`config.mk`:
```
export PLATFORM = sky130hd
export DESIGN_NAME = tpw_timer8_pwm
export DESIGN_NICKNAME = d
export VERILOG_FILES = /design/src/inc/tpw_pkg.sv /design/src/logic/tpw_timer8_pwm.sv
export SDC_FILE = /design/constraint.sdc
export NUM_CORES = 1
export LEC_CHECK = 0
export BUFFER_PORTS_ARGS = -buffer_cell sky130_fd_sc_hd__buf_2
export CELL_PAD_IN_SITES_DETAIL_PLACEMENT = 0
export CELL_PAD_IN_SITES_GLOBAL_PLACEMENT = 2
export CORE_MARGIN = 4
export CORE_UTILIZATION = 38
export CTS_CLUSTER_DIAMETER = 60
export CTS_CLUSTER_SIZE = 20
export DETAILED_ROUTE_END_ITERATION = 8
export PLACE_DENSITY_LB_ADDON = 0.1
export SETUP_SLACK_MARGIN = 0.02
export SKIP_LAST_GASP = 1
export SYNTH_ARGS = -nofsm -noshare
export SYNTH_HDL_FRONTEND = slang
export SYNTH_SLANG_ARGS = --single-unit
export TNS_END_PERCENT = 30
```
`constraint.sdc`:
```
create_clock -name clk -period 7.4 [get_ports clk]
set_input_delay 0.37 -clock clk [delete_from_list [all_inputs] [get_ports clk]]
set_output_delay 0.37 -clock clk [all_outputs]
set_load 0.05 [all_outputs]
```
`src/inc/tpw_pkg.sv`:
```
// Constants, types and carriers for the 8-bit timer PWM waveform block
//
// Notes on behaviour
// - Mode 3 or 7 counts single-slope from bottom to TOP, then restarts.
// - Single-slope TOP is 0xFF in mode 3, compare A in mode 7.
// - Single-slope non-inverting clears on match, sets at bottom; inverting reversed.
// - Single-slope counter increments to TOP, clears on next timer tick.
// - Single-slope sets the overflow flag each time the counter reaches TOP.
// - Action two gives non-inverted, action three inverted waveform in PWM modes.
// - With upper mode bit, action one toggles output A on match; B never.
// - Waveform reaches the pin only while its direction bit selects output.
// - Fixed-TOP single-slope period is 256 ticks; prescale 1, 8, 64, 256, 1024.
// - Single-slope compare A at bottom spikes once per period; at MAX constant.
// - Single-slope toggle gives 50% duty; compare values stay double-buffered.
// - Mode 1 or 5 counts dual-slope, up to TOP then down to bottom.
// - Dual-slope TOP is 0xFF in mode 1, compare A in mode 5.
// - Dual-slope non-inverting clears on up-match, sets on down-match; inverting reversed.
// - Dual-slope counter holds TOP for exactly one tick, then decrements.
// - Dual-slope sets the overflow flag each time the counter reaches bottom.
// - Fixed-TOP dual-slope period is 510 timer ticks.
// - Dual-slope non-inverted: compare bottom holds low, MAX holds high.
// - Dual-slope output takes the down-match level at bottom, the up-match level if compare is bottom.
// - Dual-slope missed up-match still gets its transition without a match.
// - Compare equal TOP with PWM action: match ignored, set/clear at bottom/TOP.
// - Mode field is three bits: two low bits plus a separate upper bit.
// - Action zero disconnects the waveform and leaves normal port control.
package tpw_pkg;

    // Waveform mode encodings (upper bit concatenated with the two low bits)
    localparam logic [2:0] MODE_FAST_FIX = 3'h3;
    localparam logic [2:0] MODE_FAST_VAR = 3'h7;
    localparam logic [2:0] MODE_PHASE_FIX = 3'h1;
    localparam logic [2:0] MODE_PHASE_VAR = 3'h5;

    // Counter landmarks and reset values
    localparam logic [7:0] TOP_FIXED = 8'hff;
    localparam logic [7:0] BOTTOM = 8'h00;
    localparam logic [7:0] COUNT_RESET = 8'h00;
    localparam logic [7:0] COMPARE_RESET = 8'h00;
    localparam logic WAVE_RESET = 1'b0;

    // Output action encodings
    localparam logic [1:0] ACT_OFF = 2'h0;
    localparam logic [1:0] ACT_TOGGLE = 2'h1;
    localparam logic [1:0] ACT_NONINV = 2'h2;
    localparam logic [1:0] ACT_INV = 2'h3;

    // Prescaler: clock select codes and tick masks for 1, 8, 64, 256, 1024
    localparam int PRESC_W = 10;
    localparam logic [2:0] CS_DIV1 = 3'h1;
    localparam logic [2:0] CS_DIV8 = 3'h2;
    localparam logic [2:0] CS_DIV64 = 3'h3;
    localparam logic [2:0] CS_DIV256 = 3'h4;
    localparam logic [2:0] CS_DIV1024 = 3'h5;
    localparam logic [9:0] MASK_DIV1 = 10'h000;
    localparam logic [9:0] MASK_DIV8 = 10'h007;
    localparam logic [9:0] MASK_DIV64 = 10'h03f;
    localparam logic [9:0] MASK_DIV256 = 10'h0ff;
    localparam logic [9:0] MASK_DIV1024 = 10'h3ff;
    localparam logic [9:0] PRESC_RESET = 10'h000;

    // Counting scheme selected by the mode field
    typedef enum logic [1:0] {SLOPE_NONE, SLOPE_FAST, SLOPE_PHASE} tpw_slope_t;

    // Software-written configuration bits
    typedef struct packed {
        logic waveModeUpperBit;
        logic [1:0] waveModeSel;
        logic [1:0] outActionA;
        logic [1:0] outActionB;
        logic [2:0] clockSelect;
    } tpw_cfg_t;

    // Normal port control for the two waveform pins
    typedef struct packed {
        logic dirA;
        logic dirB;
        logic dataA;
        logic dataB;
    } tpw_port_t;

    // Pin drive toward the pads
    typedef struct packed {
        logic outA;
        logic oeA;
        logic outB;
        logic oeB;
    } tpw_pin_t;

endpackage : tpw_pkg

```
`src/logic/tpw_timer8_pwm.sv`:
```
// Fast and phase-correct PWM waveform generator of an 8-bit timer
`timescale 1ns/100ps
module tpw_timer8_pwm (
    input wire logic clk,
    input wire logic reset_n,
    input wire tpw_pkg::tpw_cfg_t cfg,
    input wire logic [7:0] compareValueA,
    input wire logic [7:0] compareValueB,
    input wire tpw_pkg::tpw_port_t portCtl,
    input wire logic overflowClear,
    output logic [7:0] countValue,
    output logic overflowFlag,
    output logic waveOutA,
    output logic waveOutB,
    output tpw_pkg::tpw_pin_t pins
);
    import tpw_pkg::*;

    logic [2:0] waveMode;
    tpw_slope_t slope;
    logic [PRESC_W-1:0] presc;
    logic [PRESC_W-1:0] prescMask;
    logic prescOn;
    logic tick;
    logic countUp;
    logic [7:0] topVal;
    logic atTop;
    logic atBottom;
    logic loadBuf;
    logic setOverflow;
    logic [7:0] bufCmp [0:1];
    logic waveState [0:1];
    logic [1:0] chAct [0:1];

    // Full mode from the split field
    assign waveMode = {cfg.waveModeUpperBit, cfg.waveModeSel};

    // Decode counting scheme; other modes are handled elsewhere and hold here
    always_comb
    begin
        case (waveMode)
            MODE_FAST_FIX, MODE_FAST_VAR: slope = SLOPE_FAST;
            MODE_PHASE_FIX, MODE_PHASE_VAR: slope = SLOPE_PHASE;
            default: slope = SLOPE_NONE;
        endcase
    end

    // Prescaler tick mask; unused select codes stop the timer
    always_comb
    begin
        prescOn = 1'b1;
        case (cfg.clockSelect)
            CS_DIV1: prescMask = MASK_DIV1;
            CS_DIV8: prescMask = MASK_DIV8;
            CS_DIV64: prescMask = MASK_DIV64;
            CS_DIV256: prescMask = MASK_DIV256;
            CS_DIV1024: prescMask = MASK_DIV1024;
            default:
            begin
                prescMask = MASK_DIV1;
                prescOn = 1'b0;
            end
        endcase
    end

    // Free-running divider; power-of-two masks share one counter
    always_ff @(posedge clk)
    begin
        if (!reset_n)
            presc <= PRESC_RESET;
        else
            presc <= presc + 10'h001;
    end

    // Timer tick, registered so all timer logic sees a clean enable
    always_ff @(posedge clk)
    begin
        if (!reset_n)
            tick <= 1'b0;
        else
            tick <= prescOn && ((presc & prescMask) == prescMask);
    end

    // TOP is fixed or the buffered compare A
    assign topVal = cfg.waveModeUpperBit ? bufCmp[0] : TOP_FIXED;
    assign atTop = (countValue == topVal);
    assign atBottom = (countValue == BOTTOM);

    // Compare buffers load at bottom (fast) or TOP (phase), else directly
    assign loadBuf = (slope == SLOPE_NONE)
        || (tick && (slope == SLOPE_FAST) && atTop)
        || (tick && (slope == SLOPE_PHASE) && countUp && atTop);

    // Counter and direction; everything moves on timer ticks only
    always_ff @(posedge clk)
    begin
        if (!reset_n)
        begin
            countValue <= COUNT_RESET;
            countUp <= 1'b1;
        end
        else if (tick)
        begin
            case (slope)
                SLOPE_FAST:
                begin
                    countUp <= 1'b1;
                    if (atTop)
                        countValue <= BOTTOM;
                    else
                        countValue <= countValue + 8'h01;
                end
                SLOPE_PHASE:
                begin
                    if (countUp)
                    begin
                        if (atTop)
                        begin
                            // TOP already shown for this tick; next one steps down
                            countUp <= 1'b0;
                            countValue <= (topVal == BOTTOM) ? BOTTOM : topVal - 8'h01;
                        end
                        else
                            countValue <= countValue + 8'h01;
                    end
                    else
                    begin
                        if (atBottom)
                        begin
                            countUp <= 1'b1;
                            countValue <= (topVal == BOTTOM) ? BOTTOM : 8'h01;
                        end
                        else
                            countValue <= countValue - 8'h01;
                    end
                end
                default:
                begin
                    countValue <= countValue;
                end
            endcase
        end
    end

    // Overflow at TOP (fast) or bottom (phase); a set beats a clear
    assign setOverflow = tick && (((slope == SLOPE_FAST) && atTop)
        || ((slope == SLOPE_PHASE) && !countUp && atBottom));

    always_ff @(posedge clk)
    begin
        if (!reset_n)
            overflowFlag <= 1'b0;
        else if (setOverflow)
            overflowFlag <= 1'b1;
        else if (overflowClear)
            overflowFlag <= 1'b0;
    end

    assign chAct[0] = cfg.outActionA;
    assign chAct[1] = cfg.outActionB;

    // One compare unit per channel; only channel A may toggle
    for (genvar ch = 0; ch < 2; ch++)
    begin : g_chan
        logic [7:0] cmpIn;
        logic hit;
        logic pwmAct;
        logic invert;
        logic toggle;
        logic upLevel;
        logic downLevel;

        assign cmpIn = (ch == 0) ? compareValueA : compareValueB;
        assign hit = (countValue == bufCmp[ch]);
        assign pwmAct = chAct[ch][1];
        assign invert = (chAct[ch] == ACT_INV);
        assign toggle = (ch == 0) && cfg.waveModeUpperBit && (chAct[ch] == ACT_TOGGLE);
        assign upLevel = invert;
        assign downLevel = !invert;

        // Double buffer so a mid-period write cannot glitch the waveform
        always_ff @(posedge clk)
        begin
            if (!reset_n)
                bufCmp[ch] <= COMPARE_RESET;
            else if (loadBuf)
                bufCmp[ch] <= cmpIn;
        end

        // Waveform state; action bits act at once, not buffered
        always_ff @(posedge clk)
        begin
            if (!reset_n)
                waveState[ch] <= WAVE_RESET;
            else if (tick)
            begin
                case (slope)
                    SLOPE_FAST:
                    begin
                        if (toggle)
                        begin
                            if (hit)
                                waveState[ch] <= !waveState[ch];
                        end
                        else if (pwmAct)
                        begin
                            // Bottom action wins at TOP: spike at 0, flat at MAX
                            if (atTop)
                                waveState[ch] <= !invert;
                            else if (hit)
                                waveState[ch] <= invert;
                        end
                    end
                    SLOPE_PHASE:
                    begin
                        if (toggle)
                        begin
                            if (hit)
                                waveState[ch] <= !waveState[ch];
                        end
                        else if (pwmAct)
                        begin
                            if (countUp && atTop)
                                // Forced level also repairs a missed up-match
                                waveState[ch] <= (bufCmp[ch] >= topVal) ? downLevel
                                    : upLevel;
                            else if (!countUp && atBottom)
                                waveState[ch] <= (bufCmp[ch] == BOTTOM) ? upLevel
                                    : downLevel;
                            else if (hit)
                                waveState[ch] <= countUp ? upLevel : downLevel;
                        end
                    end
                    default:
                    begin
                        waveState[ch] <= waveState[ch];
                    end
                endcase
            end
        end
    end

    assign waveOutA = waveState[0];
    assign waveOutB = waveState[1];

    // Pin drive; registered so pads see flop outputs only
    always_ff @(posedge clk)
    begin
        if (!reset_n)
            pins <= '0;
        else
        begin
            pins.oeA <= portCtl.dirA;
            pins.oeB <= portCtl.dirB;
            pins.outA <= (cfg.outActionA != ACT_OFF) ? waveState[0] : portCtl.dataA;
            pins.outB <= (cfg.outActionB != ACT_OFF) ? waveState[1] : portCtl.dataB;
        end
    end

    // Checks on counting, flags and pin routing
    property p_fast_wrap;
        @(posedge clk) disable iff (!reset_n)
        tick && (slope == SLOPE_FAST) && atTop |=> countValue == BOTTOM;
    endproperty
    a_fast_wrap: assert property (p_fast_wrap) else $error("fast count did not wrap");

    property p_fast_inc;
        @(posedge clk) disable iff (!reset_n)
        tick && (slope == SLOPE_FAST) && !atTop |=> countValue == $past(countValue) + 8'h01;
    endproperty
    a_fast_inc: assert property (p_fast_inc) else $error("fast count did not step");

    property p_fast_ovf;
        @(posedge clk) disable iff (!reset_n)
        tick && (slope == SLOPE_FAST) && atTop |=> overflowFlag;
    endproperty
    a_fast_ovf: assert property (p_fast_ovf) else $error("no overflow at TOP");

    property p_phase_top;
        @(posedge clk) disable iff (!reset_n)
        tick && (slope == SLOPE_PHASE) && countUp && atTop && (topVal > 8'h01)
        |=> !countUp && (countValue == $past(topVal) - 8'h01);
    endproperty
    a_phase_top: assert property (p_phase_top) else $error("no reversal at TOP");

    property p_phase_ovf;
        @(posedge clk) disable iff (!reset_n)
        tick && (slope == SLOPE_PHASE) && !countUp && atBottom |=> overflowFlag && countUp;
    endproperty
    a_phase_ovf: assert property (p_phase_ovf) else $error("no overflow at bottom");

    property p_fast_set;
        @(posedge clk) disable iff (!reset_n)
        tick && (slope == SLOPE_FAST) && atTop && (cfg.outActionA == ACT_NONINV) |=> waveOutA;
    endproperty
    a_fast_set: assert property (p_fast_set) else $error("output not set at bottom");

    property p_phase_up_clr;
        @(posedge clk) disable iff (!reset_n)
        tick && (slope == SLOPE_PHASE) && countUp && !atTop && (countValue == bufCmp[0])
        && (cfg.outActionA == ACT_NONINV) |=> !waveOutA;
    endproperty
    a_phase_up_clr: assert property (p_phase_up_clr) else $error("up-match did not clear");

    property p_pin_oe;
        @(posedge clk) disable iff (!reset_n)
        reset_n |=> pins.oeA == $past(portCtl.dirA);
    endproperty
    a_pin_oe: assert property (p_pin_oe) else $error("pin enable not from direction");

    property p_disconnect;
        @(posedge clk) disable iff (!reset_n)
        reset_n && (cfg.outActionB == ACT_OFF) |=> pins.outB == $past(portCtl.dataB);
    endproperty
    a_disconnect: assert property (p_disconnect) else $error("port not restored");

    property p_hold;
        @(posedge clk) disable iff (!reset_n)
        !tick |=> $stable(countValue) && $stable(waveOutA);
    endproperty
    a_hold: assert property (p_hold) else $error("timer moved without tick");

    property p_div8;
        @(posedge clk) disable iff (!reset_n)
        tick && (cfg.clockSelect == CS_DIV8) && ($past(cfg.clockSelect) == CS_DIV8)
        |=> !tick [*7];
    endproperty
    a_div8: assert property (p_div8) else $error("divide-by-8 tick too fast");

    // Match below TOP must clear a non-inverted fast waveform
    property p_fast_clr;
        @(posedge clk) disable iff (!reset_n)
        tick && (slope == SLOPE_FAST) && !atTop && (countValue == bufCmp[0])
        && (cfg.outActionA == ACT_NONINV) |=> !waveOutA;
    endproperty
    a_fast_clr: assert property (p_fast_clr) else $error("fast match did not clear");

    // Dual-slope turns upward right after bottom
    property p_phase_turn;
        @(posedge clk) disable iff (!reset_n)
        tick && (slope == SLOPE_PHASE) && !countUp && atBottom && (topVal != BOTTOM)
        |=> countValue == 8'h01;
    endproperty
    a_phase_turn: assert property (p_phase_turn) else $error("no turn at bottom");

    // Channel B has no toggle action, so action one leaves it alone
    property p_b_no_toggle;
        @(posedge clk) disable iff (!reset_n)
        tick && (cfg.outActionB == ACT_TOGGLE) |=> $stable(waveOutB);
    endproperty
    a_b_no_toggle: assert property (p_b_no_toggle) else $error("channel B toggled");

    c_fast_wrap: cover property (@(posedge clk) disable iff (!reset_n)
        tick && (slope == SLOPE_FAST) && atTop);
    c_phase_rev: cover property (@(posedge clk) disable iff (!reset_n)
        tick && (slope == SLOPE_PHASE) && countUp && atTop);
    c_toggle: cover property (@(posedge clk) disable iff (!reset_n)
        tick && cfg.waveModeUpperBit && (cfg.outActionA == ACT_TOGGLE)
        && (countValue == bufCmp[0]));
    c_phase_bottom: cover property (@(posedge clk) disable iff (!reset_n)
        tick && (slope == SLOPE_PHASE) && !countUp && atBottom);

endmodule : tpw_timer8_pwm

```
==> metrics.yaml, run 1 <==
outcome:
  status: "finished, final reports clean"
power_and_ir_drop:
  ir_worst_vdd_mv: 0.07399
  power_density_nw_per_um2: 154.1
  leakage_nw: 1.463
final_layout:
  drive_above_1_share_pct: 19.08
  antenna_cells: 0
  final_cell_area_um2: 3546
  nets: 462
  area_delta_synth_final_pct: 8.874
placement:
  dp_hpwl_um: 6285
  place.port_buffers: 47
  globalplace.congestion: 0.8489
  placed_area_um2: 3455
floorplanning:
  io_pins: 48
  core_area_um2: 8258
  die_area_um2: 10120
  start_util_pct: 39.44
  die_h_um: 100.6
  rows: 33
  die_w_um: 100.6
setup_path:
  crit_family: "compound AO/OA/AOI/OAI gates"
  crit_required_ps: 7470
  cp_max_fo: 5
  arrival_ps: 2880
  slowest_stage: "a2111oi_0"
  crit_chain: "and2b_1, ha_1, a2111oi_0, nor2b_1, o21ai_0, a211o_1, a221oi_2, xor2_1, a31oi_1"
  crit_path_start_kind: "flip-flop"
  end_kind: "flip-flop"
  crit_type: "flip-flop to flip-flop"
  path_buf_inv: 0
  max_stage_delay_ps: 530
yosys:
  synthArstFlopShare_pct: 0
  syn_avg_cell_area_um2: 8.639
  yosysSeqAreaShare_pct: 31.96
  ys.flop_type: "dfxtp_1"
  ys_top_cells_by_count: "40 x nand2_1, 33 x nor2_1, 28 x o21ai_0, 25 x dfxtp_1, 22 x and2_1"
  ys_types: 67
  yosys_warnings: 0
  syn_inst: 377
  synth_edf_count: 18
  yosysMostFrequentCell: "nand2_1"
  synth_top_cells_by_area: "edfxtp_1 17%, dfxtp_1 15%, ha_1 6.1%"
  synth_top_area_share_pct: 16.60
  ys_ff_latch: 43
  yosysTopAreaCell: "edfxtp_1"
  syn_nets: 426
  syn-cell-area_um2: 3257
clocking:
  numCtsBuffers: 5
  ctsLongestPathBuffers: 2
  clkTransAtPathRegs_ps: 100
  cts_hold_buffers: 0
  htree_levels: 2
  clockRootBuffer: "clkbuf_8"
  postCtsSetupBuffers: 0
  cts_tree: "done"
  clk_latency_ps: 310
  ctsResizeCount: 0
  clock_sinks: 43
sta:
  slew_headroom_pct: 54.61
  rsz0062_at_grt: "no"
  finalMaxSlewViolations: 0
  fin_hold_ws_ps: 258.0
  setup_tns_ps: 0
  finalClockSkew_ps: 13.96
  setup_viol: 0
  hold_viol: 0
  max_freq_mhz: 354.8
  period_needed_ps: 2818
  worst_slew_pin_slew_ps: 678.3
  period_share_pct: 38.08
job:
  max_cap_viol_count: 0
route:
  wl_per_cell_um: 16.06
  met3_length_um: 373
  topRoutingLayerUsed: "met4"
  wirelength_um: 8333
  met2_length_um: 3725
  drt_first_pass_iters: 5
  vias: 2810
  wl_met1_um: 4095
  antenna_left: 0
  drc: 0
  viasPerCell: 5.414
  first_iter_violations: 180
global_route:
  grt_max_degree: 20
  grt_pass1_wl_um: 13720
  track_usage_pct: 16.94
  grt_overflow_total: 0
  antenna_found_initial: 0
  grt_pass1_vias: 2651
min_path:
  hold_path.class: "primary input to flip-flop"
-- layer usage --
layer / global-route usage [%] / vias up
li1: - / 1425
met1: 24.36 / 1301
met2: 26.33 / 74
met3: 2.630 / 10
met4: 4.560 / 0
met5: 0 / -
-- layout by cell type (no fill, tap or decap), types with 3 or more instances in the layout --
| master | instances |
|---|---|
| nor4_1 | 6 |
| a22oi_1 | 3 |
| o221ai_1 | 3 |
| inv_1 | 16 |
| and2b_1 | 3 |
| o21ai_0 | 28 |
| buf_2 | 47 |
| nand3_1 | 9 |
| o22ai_1 | 4 |
| a211oi_1 | 4 |
| a31oi_1 | 3 |
| nor2_1 | 33 |
| and2_1 | 22 |
| and2b_2 | 4 |
| dfxtp_1 | 25 |
| clkbuf_8 | 5 |
| nor2b_1 | 3 |
| nand2b_1 | 6 |
| ha_1 | 16 |
| edfxtp_1 | 18 |
| a21oi_1 | 17 |
| nand2_1 | 40 |
| nand4_1 | 9 |
| and3_1 | 5 |
| xor2_1 | 14 |
| xnor2_1 | 13 |
| nor3_1 | 6 |
-- cell families (layout without fill, tap and decap cells) --
family,after synthesis,in the layout,synth area share (%)
simple gates,163,163,26.85
compound gates,91,91,20.28
flops,43,43,31.96
buf+inv,37,74,7.491
xor+xnor,27,27,7.261
fa+ha+maj,16,16,6.147
-- final timing paths --
path,slack (ps),start,endpoint,depth (start not counted)
hold reg to reg,460,presc[0]$_SDFF_PN0_,presc[0]$_SDFF_PN0_,1
setup reg to reg,4580,bufCmp[0][5]$_SDFFCE_PN0P_,waveState[1]$_DFFE_PP_,9
setup / recovery,4580,bufCmp[0][5]$_SDFFCE_PN0P_,waveState[1]$_DFFE_PP_,9
hold / removal,260,portCtl[2],pins[0]$_SDFF_PN0_,2
-- power by group --
part	internal, mW	total [mW]	switching, mW	leakage [nW]
Clock	0.0681	0.167	0.0991	0.0451
Combinational	0.0428	0.101	0.0586	1.02
Sequential	0.261	0.278	0.0168	0.400
-- cell type report --
class	count	area (µm²)
timing repair buffer	48	242.7
sequential	43	1041
multi-input combinational	297	1972
inverter	18	67.56
clock buffer	5	68.82
clock inverter	3	22.52
tap	105	131.4
fill	868	4712
-- registers in the layout (all words and copies together) (netlist names) --
name / flops
overflowFlag: 1
bufCmp: 16
countUp: 1
waveState: 2
tick: 1
pins: 4
presc: 10
countValue: 8
-- stage by stage --
stage               power, mW  worst slack (ps)  util, %  instances
floorplan              0.3547              4740        -        377
global placement       0.3861              4433    41.83        511
detailed placement     0.3857              4415    41.83        511
CTS                    0.5530              4553    42.94        519
global route           0.5750              4371    42.94        519
finish                 0.5465              4582    42.94        519
Power figures use the tool's default switching activity.
==> run 2: changes to the inputs <==
--- a/config.mk
+++ b/config.mk
@@ -5,11 +5,12 @@
 export SDC_FILE = /design/constraint.sdc
 export NUM_CORES = 1
 export LEC_CHECK = 0
+export ABC_AREA = 1
 export BUFFER_PORTS_ARGS = -buffer_cell sky130_fd_sc_hd__buf_2
 export CELL_PAD_IN_SITES_DETAIL_PLACEMENT = 0
 export CELL_PAD_IN_SITES_GLOBAL_PLACEMENT = 2
 export CORE_MARGIN = 4
-export CORE_UTILIZATION = 38
+export CORE_UTILIZATION = 29
 export CTS_CLUSTER_DIAMETER = 60
 export CTS_CLUSTER_SIZE = 20
 export DETAILED_ROUTE_END_ITERATION = 8
==> constraint.sdc (replaced) <==
create_clock -name clk -period 2.33 [get_ports clk]
set_input_delay 0.1165 -clock clk [delete_from_list [all_inputs] [get_ports clk]]
set_output_delay 0.1165 -clock clk [all_outputs]
set_load 0.05 [all_outputs]
==> run 2 against run 1 <==
First-iteration DRC count increased by 3.3%. Flip-flop and latch count stayed put. Hold slack got worse by 220 ps. Via count grew 23%. Die area rose by 35%. Critical path depth is 6 higher. Design area is 22% higher. Clock-buffer cell count increased by 1. Critical path type unchanged. Critical endpoint is now waveState[0]$_DFFE_PP_. Highest routed layer unchanged.
==> metrics.yaml, run 2 <==
power_and_ir_drop:
  ir_worst_vdd_mv: 0.2802  # was 0.07399 mV
  leakage_nw: 2.156  # was 1.463 nW
  power_density_nw_per_um2: 486.2  # was 154.1 nW/µm²
  power_mw: 2.105  # was 0.5465 mW
route:
  first_iter_violations: 186  # was 180
  viasPerCell: 4.658  # was 5.414
  drt_first_pass_iters: 4  # was 5
  drc: 0  # unchanged
  wirelength_um: 10300  # was 8333 µm
  antenna_left: 0  # unchanged
  vias: 3461  # was 2810
  wl_per_cell_um: 13.86  # was 16.06 µm
final_layout:
  largest_registers: "bufCmp: 16 flops, presc: 10 flops, countValue: 8 flops"  # unchanged
  fin_util_pct: 37.75  # was 42.94%
  drive_above_1_share_pct: 23.17  # was 19.08%
  final_cell_area_um2: 4329  # was 3546 µm²
  layout_common_cells: "115 x nand2_1, 86 x inv_1, 60 x nor2_1"  # was 47 x buf_2, 40 x nand2_1, 33 x nor2_1
  top_register: "bufCmp"  # unchanged
  area_delta_synth_final_pct: 26.42  # was 8.874%
  final_common_cell: "nand2_1"  # was buf_2
  largest_reg_flops: 16  # unchanged
  nets: 648  # was 462
  antenna_cells: 0  # unchanged
clocking:
  htree_levels: 2  # unchanged
  ctsLongestPathBuffers: 2  # unchanged
  clk_latency_ps: 300  # was 310 ps
  clockRootBuffer: "clkbuf_16"  # was clkbuf_8
  clock_sinks: 43  # unchanged
  clkTransAtPathRegs_ps: 70  # was 100 ps
  cts_tree: "done"  # unchanged
  numCtsBuffers: 5  # unchanged
yosys:
  ys_ff_latch: 43  # unchanged
  yosys_warnings: 0  # unchanged
  yosysSeqAreaShare_pct: 30.40  # was 31.96%
  yosysTopAreaCell: "edfxtp_1"  # unchanged
  synth_edf_count: 18  # unchanged
  syn-cell-area_um2: 3425  # was 3257 µm²
  ys_top_cells_by_count: "116 x nand2_1, 91 x inv_1, 62 x nor2_1, 27 x o21ai_0, 25 x dfxtp_1"  # was 40 x nand2_1, 33 x nor2_1, 28 x o21ai_0, 25 x dfxtp_1, 22 x and2_1
  synth_top_area_share_pct: 15.78  # was 16.60%
  ys.flop_type: "dfxtp_1"  # unchanged
  synthArstFlopShare_pct: 0  # unchanged
  yosysMostFrequentCell: "nand2_1"  # unchanged
  syn_nets: 559  # was 426
  syn_avg_cell_area_um2: 6.715  # was 8.639 µm²
  synth_top_cells_by_area: "edfxtp_1 16%, dfxtp_1 15%, nand2_1 13%"  # was edfxtp_1 17%, dfxtp_1 15%, ha_1 6.1%
  syn_inst: 510  # was 377
  ys_types: 39  # was 67
sta:
  period_needed_ps: 2170  # was 2818 ps
  max_freq_mhz: 460.8  # was 354.8 MHz
  worst_slew_pin_slew_ps: 486.3  # was 678.3 ps
  fin_hold_ws_ps: 38.18  # was 258.0 ps
  hold_viol: 0  # unchanged
  rsz0062_at_grt: "yes"  # was no
  slew_headroom_pct: 66.74  # was 54.61%
  finalClockSkew_ps: 11.12  # was 13.96 ps
  finalMaxSlewViolations: 0  # unchanged
  period_share_pct: 93.13  # was 38.08%
  setup_tns_ps: 0  # unchanged
  setup_viol: 0  # unchanged
floorplanning:
  io_pins: 48  # unchanged
  start_util_pct: 29.86  # was 39.44%
  rows: 39  # was 33
  die_area_um2: 13610  # was 10120 µm²
  die_h_um: 116.7  # was 100.6 µm
  core_area_um2: 11470  # was 8258 µm²
  die_w_um: 116.7  # was 100.6 µm
setup_path:
  crit_required_ps: 2380  # was 7470 ps
  end_kind: "flip-flop"  # unchanged
  r2r_slack_ps: 160  # was 4580 ps
  crit_path_start_kind: "flip-flop"  # unchanged
  arrival_ps: 2220  # was 2880 ps
  crit_type: "flip-flop to flip-flop"  # unchanged
  cp_max_fo: 5  # unchanged
min_path:
  hold_path.class: "primary input to flip-flop"  # unchanged
placement:
  globalplace.congestion: 0.8827  # was 0.8489
  place.port_buffers: 47  # unchanged
  placed_area_um2: 4084  # was 3455 µm²
  dp_hpwl_um: 8461  # was 6285 µm
global_route:
  track_usage_pct: 15.65  # was 16.94%
  antenna_found_initial: 0  # unchanged
  grt_overflow_total: 0  # unchanged
  grt_pass1_vias: 3137  # was 2651
  grt_max_degree: 17  # was 20
  grt_pass1_wl_um: 16400  # was 13720 µm
job:
  max_cap_viol_count: 0  # unchanged
outcome:
  status: "finished, final reports clean"  # unchanged
[run 2: logic make-up (layout without fill, tap and decap cells)]
family / count (synthesis) / after routing / synth area share [%]
fa+ha+maj: 16 / 16 / 5.846
simple gates: 273 / 273 / 37.74
xor+xnor: 14 / 14 / 3.581
compound gates: 59 / 59 / 9.828
buf+inv: 105 / 195 / 12.60
flops: 43 / 43 / 30.40
[run 2: what timing repair did]
action / 4_1_cts / 5_1_grt
setup buffers: 0 / 4
setup endpoints to repair: 0 / 9
hold buffers: 2 / 0
resized for setup: 0 / 12
hold endpoints to repair: 2 / 0
[run 2: worst max-delay path, cell delays in order, from the launching register on]
cell	delay, ps
dfxtp_1	460
inv_1	130
buf_4	180
nand2_1	50
nand4_1	80
nor2_1	110
nand2_1	160
nor4_1	220
buf_4	170
nand3_1	60
nand2_1	60
inv_1	40
nand2_1	50
nand2_1	50
nand2_1	60
nand2_1	60
[run 2: final timing paths]
path	from	to	cells after the start
setup / recovery	countValue[1]$_SDFFE_PN0P_	waveState[0]$_DFFE_PP_	15
hold / removal	portCtl[1]	pins[3]$_SDFF_PN0_	3
setup reg to reg	countValue[1]$_SDFFE_PN0P_	waveState[0]$_DFFE_PP_	15
hold reg to reg	presc[4]$_SDFF_PN0_	presc[4]$_SDFF_PN0_	2
[run 2: metal layers]
layer	vias up	GRT usage, %	routed length (µm)
li1	1827	-	-
met1	1567	22.81	5291
met2	59	23.80	4533
met3	8	2.902	366
met4	0	3.976	105
met5	-	0	0
[run 2: per-stage QoR]
stage          instances  worst slack (ps)
4_1_cts              739             86.10
5_1_grt              743             3.335
3_5_place_dp         729             63.22
3_3_place_gp         729             53.08
6_report             743             160.0
2_1_floorplan        510            -27.87
[run 2: layout make-up]
type / instances / area, µm²
fillers: 1224 / 7138
multi-input cells: 362 / 1981
flip-flops and latches: 43 / 1044
repair buffers: 95 / 613.1
inverters: 92 / 345.3
well taps: 143 / 178.9
clock buffers: 6 / 150.1
clock inverters: 2 / 17.52
[run 2: power by group]
part           internal (mW)  switching, mW  total (mW)
logic                  0.173          0.257       0.429
clock network          0.469          0.343       0.812
registers              0.828         0.0363       0.864
==> run 3: changes to the inputs <==
--- a/config.mk
+++ b/config.mk
@@ -5,17 +5,19 @@
 export SDC_FILE = /design/constraint.sdc
 export NUM_CORES = 1
 export LEC_CHECK = 0
-export ABC_AREA = 1
+export ABC_AREA = 0
 export BUFFER_PORTS_ARGS = -buffer_cell sky130_fd_sc_hd__buf_2
 export CELL_PAD_IN_SITES_DETAIL_PLACEMENT = 0
 export CELL_PAD_IN_SITES_GLOBAL_PLACEMENT = 2
+export CORE_ASPECT_RATIO = 0.6
 export CORE_MARGIN = 4
-export CORE_UTILIZATION = 29
+export CORE_UTILIZATION = 31
 export CTS_CLUSTER_DIAMETER = 60
 export CTS_CLUSTER_SIZE = 20
 export DETAILED_ROUTE_END_ITERATION = 8
 export PLACE_DENSITY_LB_ADDON = 0.1
 export SETUP_SLACK_MARGIN = 0.02
+export SKIP_CTS_REPAIR_TIMING = 1
 export SKIP_LAST_GASP = 1
 export SYNTH_ARGS = -nofsm -noshare
 export SYNTH_HDL_FRONTEND = slang
==> run 3 against run 2 <==
The run now ends with setup timing left. Global-route usage is 1.2 points higher. First-iteration DRC count up 3.2%. Utilization rose by 5.1 points. Clock-buffer cell count unchanged. Critical endpoint is now waveState[1]$_DFFE_PP_. Largest power group is now clock.
==> metrics.yaml, run 3 (synthesis results as in run 1) <==
route:
  viasPerCell: 5.008  # was 4.658
  wl_per_cell_um: 16.94  # was 13.86 µm
  antenna_left: 0  # unchanged
  vias: 3050  # was 3461
  wirelength_um: 10320  # was 10300 µm
  drc: 0  # unchanged
  drt_first_pass_iters: 4  # unchanged
  first_iter_violations: 192  # was 186
floorplanning:
  die_area_um2: 12260  # was 13610 µm²
  core_area_um2: 10050  # was 11470 µm²
  start_util_pct: 32.39  # was 29.86%
  io_pins: 48  # unchanged
  rows: 28  # was 39
  die_w_um: 140.3  # was 116.7 µm
  die_h_um: 87.40  # was 116.7 µm
global_route:
  grt_max_degree: 19  # was 17
  grt_pass1_vias: 2899  # was 3137
  track_usage_pct: 16.82  # was 15.65%
  antenna_found_initial: 0  # unchanged
  grt_pass1_wl_um: 15830  # was 16400 µm
  grt_overflow_total: 0  # unchanged
sta:
  finalMaxSlewViolations: 0  # unchanged
  setup_tns_ps: -678.6  # was 0 ps
  setup_slack_ps: -147.8  # was 160.0 ps
  worst_slew_pin_slew_ps: 423.6  # was 486.3 ps
  hold_viol: 0  # unchanged
  finalClockSkew_ps: 6.076  # was 11.12 ps
  slew_headroom_pct: 71.50  # was 66.74%
  fin_hold_ws_ps: 33.62  # was 38.18 ps
  period_share_pct: 106.3  # was 93.13%
  period_needed_ps: 2478  # was 2170 ps
  setup_viol: 11  # was 0
  rsz0062_at_grt: "yes"  # unchanged
  max_freq_mhz: 403.6  # was 460.8 MHz
power_and_ir_drop:
  leakage_nw: 1.836  # was 2.156 nW
  ir_worst_vdd_mv: 0.2579  # was 0.2802 mV
  power_density_nw_per_um2: 528.4  # was 486.2 nW/µm²
placement:
  dp_hpwl_um: 8119  # was 8461 µm
  dp_worst_setup_slack_ps: -156.2  # was 63.22 ps
  place.port_buffers: 47  # unchanged
  dp.cells: 595  # was 729
  globalplace.congestion: 0.8239  # was 0.8827
final_layout:
  layout_common_cells: "55 x buf_4, 48 x buf_2, 40 x nand2_1"  # was 115 x nand2_1, 86 x inv_1, 60 x nor2_1
  nets: 522  # was 648
  final_cells: 609  # was 743
  area_delta_synth_final_pct: 32.42  # was 26.42%
  largest_registers: "bufCmp: 16 flops, presc: 10 flops, countValue: 8 flops"  # unchanged
  final_common_cell: "buf_4"  # was nand2_1
  num-fill-cells: 1010  # was 1224
  antenna_cells: 0  # unchanged
  top_register: "bufCmp"  # unchanged
  drive_above_1_share_pct: 35.02  # was 23.17%
  largest_reg_flops: 16  # unchanged
setup_path:
  crit_required_ps: 2370  # was 2380 ps
  arrival_ps: 2520  # was 2220 ps
  end_kind: "flip-flop"  # unchanged
  crit_path_start_kind: "flip-flop"  # unchanged
  reg2reg_depth: 9  # was 15
  crit_type: "flip-flop to flip-flop"  # unchanged
  r2r_end: "waveState[1]$_DFFE_PP_"  # was waveState[0]$_DFFE_PP_
  crit-reg2reg-launch: "bufCmp[0][5]$_SDFFCE_PN0P_"  # was countValue[1]$_SDFFE_PN0P_
  r2r_slack_ps: -150  # was 160 ps
  cp_max_fo: 2  # was 5
min_path:
  holdPathStages: 2  # was 3
  min_from: "portCtl[3]"  # was portCtl[1]
  hold_path.class: "primary input to flip-flop"  # unchanged
  min_to: "pins[2]$_SDFF_PN0_"  # was pins[3]$_SDFF_PN0_
clocking:
  htree_levels: 2  # unchanged
  clk_latency_ps: 290  # was 300 ps
  clock_sinks: 43  # unchanged
  cts_tree: "done"  # unchanged
  clkTransAtPathRegs_ps: 70  # about the same
  clockRootBuffer: "clkbuf_16"  # unchanged
  ctsLongestPathBuffers: 2  # unchanged
  numCtsBuffers: 5  # unchanged
outcome:
  status: "complete, but fails checks"  # was finished, final reports clean
  violations: "setup timing"
job:
  max_cap_viol_count: 0  # unchanged
==> run 3: cell count changes in the layout (fill, tap and decap cells not counted), sizes merged, moves of 6 or more <==
cell	before	now
nand2b	0	6
inv	93	16
and3	0	6
nand4	21	9
buf	93	108
nand3	24	9
nand2	122	40
and2	0	23
xnor2	1	13
nor3	16	7
and2b	0	8
nor2	78	34
==> run 3: area by class of cell <==
type,count,area [µm²],share of cell area [%]
multi-input combinational,297,2101,48.71
clock inverter,2,60.06,1.393
sequential,43,1056,24.48
tap,135,168.9,3.916
timing repair buffer,108,726.9,16.86
clock buffer,6,128.9,2.988
inverter,18,71.32,1.654
==> run 3: how the worst max path moves through the flow <==
stage	from	slack [ps]	end	cells after the start
after floorplan	bufCmp[0][5]$_SDFFCE_PN0P_	-30	waveState[1]$_DFFE_PP_	9
after global placement	bufCmp[0][5]$_SDFFCE_PN0P_	-150	waveState[1]$_DFFE_PP_	9
after detailed placement	bufCmp[0][5]$_SDFFCE_PN0P_	-160	waveState[1]$_DFFE_PP_	9
after CTS	bufCmp[0][5]$_SDFFCE_PN0P_	-180	waveState[1]$_DFFE_PP_	9
after global routing	bufCmp[0][5]$_SDFFCE_PN0P_	-310	waveState[1]$_DFFE_PP_	9
final	bufCmp[0][5]$_SDFFCE_PN0P_	-150	waveState[1]$_DFFE_PP_	9
==> run 3: where the power goes <==
group          internal [mW]  switching [mW]  total (mW)
sequential             0.828          0.0406       0.868
clock                  0.615           0.311       0.926
combinational          0.231           0.254       0.485
==> run 3: worst max-delay path, cell delays in order (launching register included) <==
cell and delay (ps):
edfxtp_1 380, and2b_2 270, ha_4 210, a2111oi_4 290
nor2b_2 180, o21ai_0 90, a211o_1 290, a221oi_2 250
xor2_1 160, a31oi_1 100
==> run 3: through the flow <==
step	total power, mW	utilization, %	cell area [µm²]
after floorplan	1.140	-	3303
after global placement	1.327	39.60	3981
after detailed placement	1.329	39.60	3981
after CTS	2.263	41.48	4170
after global routing	2.381	42.89	4313
final	2.279	42.89	4313
==> run 3: metal layers <==
metal  share of wire [%]  wire [µm]  GRT usage, %
met5                   0          0             0
met4                0.96         99         3.782
met3                 8.3        857         4.059
met2                  36       3746         22.48
met1                  54       5611         26.46
